===== config.mk =====
export PLATFORM = sky130hd
export DESIGN_NAME = accel_user_register_map
export DESIGN_NICKNAME = d
export VERILOG_FILES = /design/src/hdl/accel_regs_pkg.sv /design/src/hdl/accel_user_register_map.sv
export SDC_FILE = /design/constraint.sdc
export NUM_CORES = 1
export LEC_CHECK = 0
export BUFFER_PORTS_ARGS = -buffer_cell sky130_fd_sc_hd__buf_2
export CAP_MARGIN = 10
export CELL_PAD_IN_SITES_DETAIL_PLACEMENT = 0
export CELL_PAD_IN_SITES_GLOBAL_PLACEMENT = 1
export CORE_MARGIN = 2
export CORE_UTILIZATION = 43
export CTS_CLUSTER_SIZE = 30
export DETAILED_ROUTE_END_ITERATION = 12
export PLACE_DENSITY_LB_ADDON = 0.1
export SYNTH_ARGS = -nofsm -noshare
export SYNTH_HDL_FRONTEND = slang
export SYNTH_SLANG_ARGS = --single-unit

===== constraint.sdc =====
create_clock -name clk_in -period 3 [get_ports clk_in]
set_clock_uncertainty 0.1 [all_clocks]
set_input_delay 0.6 -clock clk_in [delete_from_list [all_inputs] [get_ports clk_in]]
set_output_delay 0.6 -clock clk_in [all_outputs]
set_load 0.1 [all_outputs]

===== src/hdl/accel_regs_pkg.sv =====
// Register map constants, reset values and carrier types for the accelerometer register bank.
package accel_regs_pkg;

	localparam int          AXIS_W      = 10;
	localparam int          OFFSET_W    = 11;
	localparam logic [7:0]  REG_COUNT   = 8'h20;

	localparam logic [7:0]  X_ACCEL_LOW         = 8'h00;
	localparam logic [7:0]  X_ACCEL_HIGH        = 8'h01;
	localparam logic [7:0]  Y_ACCEL_LOW         = 8'h02;
	localparam logic [7:0]  Y_ACCEL_HIGH        = 8'h03;
	localparam logic [7:0]  Z_ACCEL_LOW         = 8'h04;
	localparam logic [7:0]  Z_ACCEL_HIGH        = 8'h05;
	localparam logic [7:0]  X_ACCEL_BYTE        = 8'h06;
	localparam logic [7:0]  Y_ACCEL_BYTE        = 8'h07;
	localparam logic [7:0]  Z_ACCEL_BYTE        = 8'h08;
	localparam logic [7:0]  SAMPLE_STATUS       = 8'h09;
	localparam logic [7:0]  DETECTION_SOURCE    = 8'h0a;
	localparam logic [7:0]  TEMPERATURE_VALUE   = 8'h0b;
	localparam logic [7:0]  RESERVED_0C         = 8'h0c;
	localparam logic [7:0]  BUS_ADDRESS_CTRL    = 8'h0d;
	localparam logic [7:0]  USER_INFO           = 8'h0e;
	localparam logic [7:0]  IDENTITY_VALUE      = 8'h0f;
	localparam logic [7:0]  X_OFFSET_LOW        = 8'h10;
	localparam logic [7:0]  X_OFFSET_HIGH       = 8'h11;
	localparam logic [7:0]  Y_OFFSET_LOW        = 8'h12;
	localparam logic [7:0]  Y_OFFSET_HIGH       = 8'h13;
	localparam logic [7:0]  Z_OFFSET_LOW        = 8'h14;
	localparam logic [7:0]  Z_OFFSET_HIGH       = 8'h15;
	localparam logic [7:0]  OPERATING_MODE_CTRL = 8'h16;
	localparam logic [7:0]  IRQ_LATCH_CLEAR     = 8'h17;
	localparam logic [7:0]  DETECT_CTRL_A       = 8'h18;
	localparam logic [7:0]  DETECT_CTRL_B       = 8'h19;
	localparam logic [7:0]  LEVEL_THRESHOLD     = 8'h1a;
	localparam logic [7:0]  PULSE_THRESHOLD     = 8'h1b;
	localparam logic [7:0]  PULSE_DURATION      = 8'h1c;
	localparam logic [7:0]  PULSE_LATENCY       = 8'h1d;
	localparam logic [7:0]  SECOND_PULSE_WINDOW = 8'h1e;
	localparam logic [7:0]  RESERVED_1F         = 8'h1f;

	// Field positions and reset values.
	localparam int          BUS_DISABLE_BIT     = 7;
	localparam logic [6:0]  BUS_DEVICE_ADDR     = 7'h1d;
	localparam logic [7:0]  BYTE_RESET          = 8'h00;
	localparam logic [9:0]  AXIS_RESET          = 10'h000;
	localparam logic [10:0] OFFSET_RESET        = 11'h000;
	localparam logic [6:0]  MODE_RESET          = 7'h00;
	localparam logic [2:0]  CTRL_B_RESET        = 3'h0;
	localparam logic [1:0]  IRQ_CLEAR_RESET     = 2'h0;
	localparam logic [1:0]  HIGH_RESET          = 2'h0;

	typedef struct packed {
		logic [9:0] x;
		logic [9:0] y;
		logic [9:0] z;
		logic [7:0] x8;
		logic [7:0] y8;
		logic [7:0] z8;
	} sample_s;

	typedef struct packed {
		logic [10:0] x_offset;
		logic [10:0] y_offset;
		logic [10:0] z_offset;
		logic [6:0]  mode;
		logic [1:0]  irq_clear;
		logic [7:0]  detect_a;
		logic [2:0]  detect_b;
		logic [7:0]  level_thr;
		logic [7:0]  pulse_thr;
		logic [7:0]  pulse_dur;
		logic [7:0]  pulse_lat;
		logic [7:0]  pulse_window;
		logic        bus_disable;
	} ctrl_s;

endpackage


===== src/hdl/accel_user_register_map.sv =====
// User register bank of a three-axis accelerometer with byte-wide auto-incrementing access.
// Notes on behaviour
// - X 10-bit result: low byte at one address, bits 9:8 in next register bits 1:0.
// - Y 10-bit result split the same way over its low and high registers.
// - Z 10-bit result split the same way over its low and high registers.
// - Reading X low byte captures X high bits for the following high read.
// - Reading Y or Z low byte likewise captures that axis's high bits.
// - Axis outputs are two's complement, zero acceleration reads all zeros.
// - Separate 8-bit X, Y, Z outputs follow at three consecutive addresses.
// - Writable signed 11-bit offset per axis, bits 10:8 in high register bits 2:0.
// - Writable 8-bit level-detection threshold.
// - Writable 8-bit pulse-detection threshold.
// - Register pointer advances by one after every byte read or written.
`timescale 1ns/1ps
module accel_user_register_map
	import accel_regs_pkg::*;
#(
	// Arbitrary values, not tied to any real part.
	parameter logic [7:0] USER_INFO_VALUE = 8'h00,
	parameter logic [7:0] IDENTITY_CODE   = 8'h5a
)
(
	// Clock and reset
	input  wire logic       clk_in,
	input  wire logic       nrst_in,
	// Byte access port from the serial slave front end
	input  wire logic       addr_load_in,
	input  wire logic [7:0] addr_in,
	input  wire logic       rd_in,
	input  wire logic       wr_in,
	input  wire logic [7:0] wdata_in,
	output logic [7:0]      rdata_out,
	output logic            rdata_valid_out,
	output logic [7:0]      pointer_out,
	// Sensor side
	input  wire logic       sample_valid_in,
	input  wire sample_s    sample_in,
	input  wire logic [2:0] status_in,
	input  wire logic [7:0] detect_in,
	input  wire logic [7:0] temp_in,
	// Settings to the sensing logic
	output ctrl_s           ctrl_out
);

	sample_s     live_reg;
	logic [1:0]  x_high_reg;
	logic [1:0]  y_high_reg;
	logic [1:0]  z_high_reg;
	logic [7:0]  ptr_reg;
	logic [7:0]  rdata_reg;
	logic        rvalid_reg;
	ctrl_s       ctrl_reg;
	logic [7:0]  status_reg;
	logic [7:0]  detect_reg;
	logic [7:0]  temp_reg;
	logic        rd_go;
	logic        wr_go;

	// A pointer load takes the cycle; a byte strike in the same cycle is dropped.
	assign rd_go = rd_in && !addr_load_in;
	assign wr_go = wr_in && !addr_load_in;

	function automatic logic [7:0] high_byte(input logic [1:0] bits);
		high_byte = {6'h00, bits};
	endfunction

	function automatic logic [7:0] read_mux(input logic [7:0] a);
		read_mux = BYTE_RESET;
		case (a)
			X_ACCEL_LOW:         read_mux = live_reg.x[7:0];
			X_ACCEL_HIGH:        read_mux = high_byte(x_high_reg);
			Y_ACCEL_LOW:         read_mux = live_reg.y[7:0];
			Y_ACCEL_HIGH:        read_mux = high_byte(y_high_reg);
			Z_ACCEL_LOW:         read_mux = live_reg.z[7:0];
			Z_ACCEL_HIGH:        read_mux = high_byte(z_high_reg);
			X_ACCEL_BYTE:        read_mux = live_reg.x8;
			Y_ACCEL_BYTE:        read_mux = live_reg.y8;
			Z_ACCEL_BYTE:        read_mux = live_reg.z8;
			SAMPLE_STATUS:       read_mux = status_reg;
			DETECTION_SOURCE:    read_mux = detect_reg;
			TEMPERATURE_VALUE:   read_mux = temp_reg;
			BUS_ADDRESS_CTRL:    read_mux = {ctrl_reg.bus_disable, BUS_DEVICE_ADDR};
			USER_INFO:           read_mux = USER_INFO_VALUE;
			IDENTITY_VALUE:      read_mux = IDENTITY_CODE;
			X_OFFSET_LOW:        read_mux = ctrl_reg.x_offset[7:0];
			X_OFFSET_HIGH:       read_mux = {5'h00, ctrl_reg.x_offset[10:8]};
			Y_OFFSET_LOW:        read_mux = ctrl_reg.y_offset[7:0];
			Y_OFFSET_HIGH:       read_mux = {5'h00, ctrl_reg.y_offset[10:8]};
			Z_OFFSET_LOW:        read_mux = ctrl_reg.z_offset[7:0];
			Z_OFFSET_HIGH:       read_mux = {5'h00, ctrl_reg.z_offset[10:8]};
			OPERATING_MODE_CTRL: read_mux = {1'b0, ctrl_reg.mode};
			IRQ_LATCH_CLEAR:     read_mux = {6'h00, ctrl_reg.irq_clear};
			DETECT_CTRL_A:       read_mux = ctrl_reg.detect_a;
			DETECT_CTRL_B:       read_mux = {5'h00, ctrl_reg.detect_b};
			LEVEL_THRESHOLD:     read_mux = ctrl_reg.level_thr;
			PULSE_THRESHOLD:     read_mux = ctrl_reg.pulse_thr;
			PULSE_DURATION:      read_mux = ctrl_reg.pulse_dur;
			PULSE_LATENCY:       read_mux = ctrl_reg.pulse_lat;
			SECOND_PULSE_WINDOW: read_mux = ctrl_reg.pulse_window;
			default:             read_mux = BYTE_RESET;
		endcase
	endfunction

	// Live sample; values arrive already in two's complement.
	always_ff @(posedge clk_in or negedge nrst_in)
	begin
		if (!nrst_in)
		begin
			live_reg <= '0;
		end
		else if (sample_valid_in)
		begin
			// stored unchanged, zero is all zeros
			live_reg <= sample_in;
		end
	end

	// Status, detection and temperature pass through one register stage.
	always_ff @(posedge clk_in or negedge nrst_in)
	begin
		if (!nrst_in)
		begin
			status_reg <= BYTE_RESET;
			detect_reg <= BYTE_RESET;
			temp_reg   <= BYTE_RESET;
		end
		else
		begin
			status_reg <= {5'h00, status_in};
			detect_reg <= detect_in;
			temp_reg   <= temp_in;
		end
	end

	// High bits freeze on a low-byte read so a later sample cannot tear the pair.
	always_ff @(posedge clk_in or negedge nrst_in)
	begin
		if (!nrst_in)
		begin
			x_high_reg <= HIGH_RESET;
			y_high_reg <= HIGH_RESET;
			z_high_reg <= HIGH_RESET;
		end
		else if (rd_go)
		begin
			if (ptr_reg == X_ACCEL_LOW)
				x_high_reg <= live_reg.x[9:8];
			// Y and Z capture on low read
			if (ptr_reg == Y_ACCEL_LOW)
				y_high_reg <= live_reg.y[9:8];
			if (ptr_reg == Z_ACCEL_LOW)
				z_high_reg <= live_reg.z[9:8];
		end
	end

	// Pointer load and auto increment.
	always_ff @(posedge clk_in or negedge nrst_in)
	begin
		if (!nrst_in)
		begin
			ptr_reg <= BYTE_RESET;
		end
		else if (addr_load_in)
		begin
			ptr_reg <= addr_in;
		end
		else if (rd_go || wr_go)
		begin
			ptr_reg <= ptr_reg + 8'h01;
		end
	end

	// Read data stage.
	always_ff @(posedge clk_in or negedge nrst_in)
	begin
		if (!nrst_in)
		begin
			rdata_reg  <= BYTE_RESET;
			rvalid_reg <= 1'b0;
		end
		else
		begin
			rvalid_reg <= rd_go;
			if (rd_go)
				rdata_reg <= read_mux(ptr_reg);
		end
	end

	// Writable settings; writes to read-only or reserved addresses fall through.
	always_ff @(posedge clk_in or negedge nrst_in)
	begin
		if (!nrst_in)
		begin
			ctrl_reg.x_offset     <= OFFSET_RESET;
			ctrl_reg.y_offset     <= OFFSET_RESET;
			ctrl_reg.z_offset     <= OFFSET_RESET;
			ctrl_reg.mode         <= MODE_RESET;
			ctrl_reg.irq_clear    <= IRQ_CLEAR_RESET;
			ctrl_reg.detect_a     <= BYTE_RESET;
			ctrl_reg.detect_b     <= CTRL_B_RESET;
			ctrl_reg.level_thr    <= BYTE_RESET;
			ctrl_reg.pulse_thr    <= BYTE_RESET;
			ctrl_reg.pulse_dur    <= BYTE_RESET;
			ctrl_reg.pulse_lat    <= BYTE_RESET;
			ctrl_reg.pulse_window <= BYTE_RESET;
			ctrl_reg.bus_disable  <= 1'b0;
		end
		else if (wr_go)
		begin
			case (ptr_reg)
				BUS_ADDRESS_CTRL:    ctrl_reg.bus_disable <= wdata_in[BUS_DISABLE_BIT];
				// offsets, high register keeps bits 2:0
				X_OFFSET_LOW:        ctrl_reg.x_offset[7:0]  <= wdata_in;
				X_OFFSET_HIGH:       ctrl_reg.x_offset[10:8] <= wdata_in[2:0];
				Y_OFFSET_LOW:        ctrl_reg.y_offset[7:0]  <= wdata_in;
				Y_OFFSET_HIGH:       ctrl_reg.y_offset[10:8] <= wdata_in[2:0];
				Z_OFFSET_LOW:        ctrl_reg.z_offset[7:0]  <= wdata_in;
				Z_OFFSET_HIGH:       ctrl_reg.z_offset[10:8] <= wdata_in[2:0];
				OPERATING_MODE_CTRL: ctrl_reg.mode      <= wdata_in[6:0];
				IRQ_LATCH_CLEAR:     ctrl_reg.irq_clear <= wdata_in[1:0];
				DETECT_CTRL_A:       ctrl_reg.detect_a  <= wdata_in;
				DETECT_CTRL_B:       ctrl_reg.detect_b  <= wdata_in[2:0];
				LEVEL_THRESHOLD:     ctrl_reg.level_thr <= wdata_in;
				PULSE_THRESHOLD:     ctrl_reg.pulse_thr <= wdata_in;
				PULSE_DURATION:      ctrl_reg.pulse_dur <= wdata_in;
				PULSE_LATENCY:       ctrl_reg.pulse_lat <= wdata_in;
				SECOND_PULSE_WINDOW: ctrl_reg.pulse_window <= wdata_in;
				default:             ctrl_reg.detect_b  <= ctrl_reg.detect_b;
			endcase
		end
	end

	assign rdata_out       = rdata_reg;
	assign rdata_valid_out = rvalid_reg;
	assign pointer_out     = ptr_reg;
	assign ctrl_out        = ctrl_reg;
endmodule


==> flow_metrics.py <==
metrics = {
    "worst_setup_path": {
        "required_ns": 3.22,
        "rrSetupSlack_ns": 0.24,
        "worstSetupStartpoint": "pointer_out[1]",
        "critical_path.max_fanout": 15,
        "max_stage_delay_ns": 0.66,
        "r2r.worst_path.cells": 5,
        "critical_path.top_delay_family": "simple AND/OR/NAND/NOR gates",
        "cp_cell_sequence": "inv_1 > ha_1 > and2_1 > nand2_2 > mux2_1",
        "crit_buf_inv": 1,
        "rr_endpoint": "ctrl_out[15]",
        "cp_slowest_cell": "and2_1",
        "start_kind": "register",
        "critPathCaptureType": "register",
        "path_class": "register to register",
        "reg2reg_from": "pointer_out[1]",
        "arrival_ns": 2.98,
    },
    "logic_synthesis": {
        "synth_most_common_cell": "dfrtp_1",
        "synth_cell_types": 71,
        "ys.flop_type": "dfrtp_1",
        "ys_ff_latch": 190,
        "syn_inst": 724,
        "avgSynthCellArea_sq_um": 12.6,
        "ys_seq_area_frac": 0.519,
        "async_flop_share": 1.00,
        "synth_area_leaders": "dfrtp_1 52%, mux2_2 15%, mux2_4 5.2%",
        "synth_edf_count": 0,
        "netlist_top_cells_count": "190 x dfrtp_1, 124 x mux2_2, 41 x nand2_1",
        "ys.warnings.count": 0,
        "syn-cell-area_sq_um": 9160,
        "syn_nets": 823,
        "yosysTopAreaCell": "dfrtp_1",
        "synth_top_area_share": 0.519,
    },
    "clock_tree": {
        "cts-root-buf": "clkbuf_16",
        "cts_hold_buffers": 0,
        "htree_num_levels": 4,
        "postCtsSetupRepairBufs": 0,
        "cts.path.max_buffers": 2,
        "cts_sinks": 190,
        "clkTransAtPathRegs_ns": 0.07,
        "cts_tree": "yes",
        "numCtsBuffers": 17,
        "cts_resized": 0,
        "clkLatencyLatePin_ns": 0.44,
    },
    "placement": {
        "pre_cts_ws_ns": 0.282,
        "port_buffers": 205,
        "hpwl_mm": 22.3,
        "gp_congestion": 0.918,
    },
    "finish": {
        "regArea_sq_um": 4760,
        "fill_cells": 1910,
        "largest_register_ffs": 94,
        "drive_gt1_frac": 0.480,
        "multi_input_area_sq_um": 4110,
        "nNetsFinal": 1025,
        "syn2layout_area_growth_pct": 22.1,
        "diodes": 0,
    },
    "route": {
        "num_vias": 7237,
        "vias_per_cell": 5.96,
        "ant_nets": 0,
        "wl_mm": 30.6,
        "drcViolationCount": 0,
        "dr.pass1.iters": 5,
        "initialDrtViolationCount": 615,
        "route.detailed.wl_per_inst_microns": 25.2,
    },
    "floorplan": {
        "start_util": 0.437,
        "fp-row-count": 53,
        "die_width_microns": 150,
        "core_sq_um": 21000,
        "fp.dieH_microns": 150,
        "fp.dieArea_sq_um": 22500,
        "ios": 206,
    },
    "timing": {
        "tns_ns": 0,
        "tightest_slew_ns": 0.793,
        "hold_viol": 0,
        "fmax_mhz": 362,
        "slew-limit-headroom": 0.469,
        "maxSlewViolCount": 0,
        "fin_crit_ns": 2.76,
        "setup_viol": 0,
        "period_share": 0.921,
        "setup_slack_ns": 0.237,
        "rsz0062_at_grt": "no",
    },
    "global_routing": {
        "grt_overflow": 0,
        "grt_pass1_wl_mm": 46.0,
        "grt_max_degree": 85,
        "antenna_found_initial": 0,
        "grt_pass1_vias": 7411,
        "grt_usage": 0.279,
    },
    "power_and_ir_drop": {
        "cellLeakagePower_nw": 5.53,
        "irDropWorstVdd_mv": 0.350,
        "p_per_area_nw_per_um2": 648,
    },
    "run": {
        "drv_cap": 0,
    },
    "outcome": {
        "outcome": "finished clean",
    },
    "worst_hold_path": {
        "holdCritPathClass": "input port to async pin",
    },
}
where the power goes:
| group | internal (mW) | total, mW | leakage [nW] | switching (mW) |
|---|---|---|---|---|
| combinational | 0.489 | 1.87 | 2.79 | 1.38 |
| clock | 1.31 | 2.41 | 0.304 | 1.09 |
| sequential | 2.76 | 2.97 | 2.44 | 0.209 |
worst reg2reg max path: cells and delay by family, from the launching register on:
family | cells | cell delay, ns
muxes | 1 | 0.39
DFF | 1 | 0.45
buffers and inverters | 1 | 0.11
and+or+nand+nor | 2 | 0.98
adders and majority gates | 1 | 0.62
how the worst max path moves through the flow:
stage	endpoint	slack (ns)	cells after the start
CTS	ctrl_out[15]	0.27	5
global route	ctrl_out[13]	0.13	5
detailed placement	ctrl_out[15]	0.28	5
finish	ctrl_out[15]	0.24	5
floorplan	rdata_out[1]	0.16	9
global placement	ctrl_out[15]	0.35	5
routing by layer:
layer,GRT usage,up-vias,share of wire
met5,0,-,0
met2,0.435,374,0.47
li1,-,3106,-
met1,0.380,3695,0.42
met3,0.0598,62,0.078
met4,0.111,0,0.031
area by class of cell:
class,count,area share
well taps,275,0.0308
clock inverters,13,0.0150
clock buffers,19,0.0405
multi-input cells,473,0.367
inverters,5,0.00168
repair buffers,239,0.120
flip-flops and latches,190,0.425
placed cells by master, fill, tap and decap left out, drive strengths merged, types with 3 or more instances in the layout:
cell type / n
and3b: 3
o32ai: 3
xor2: 4
a2111oi: 5
nor2: 18
nand4: 15
clkbuf: 20
xnor2: 3
nand2: 46
mux2i: 9
and3: 10
nor4b: 3
nor2b: 5
inv: 12
a31oi: 5
nand3: 30
buf: 238
dfrtp: 190
a32o: 4
a32oi: 6
a222oi: 4
a22oi: 17
o211ai: 4
a41oi: 5
nand2b: 4
clkinv: 3
a311oi: 4
and2: 8
o21ai: 24
nor3: 10
a22o: 13
mux2: 166
a221o: 3
a21oi: 10
ha: 4
logic make-up (layout without fill, tap and decap cells):
kind of cell	after synthesis	in the layout	share of synthesized area
AO/OA/AOI/OAI	124	124	0.103
XOR/XNOR	7	7	0.00670
adder cells (fa/ha/maj)	4	4	0.00547
buffers and inverters	61	276	0.0325
flip-flops	190	190	0.519
multiplexers	175	175	0.227
AND/OR/NAND/NOR	163	163	0.106
through the flow:
step                cells   util  area, sq um  hold slack, ns  power, mW
floorplan             724      -         9160           0.204       4.30
global placement     1182  0.504        10600           0.387       4.86
detailed placement   1182  0.504        10600           0.391       4.88
CTS                  1214  0.534        11200           0.141       7.28
global route         1214  0.534        11200           0.143       7.51
finish               1214  0.534        11200           0.108       7.25
(Power assumes the default switching activity.)
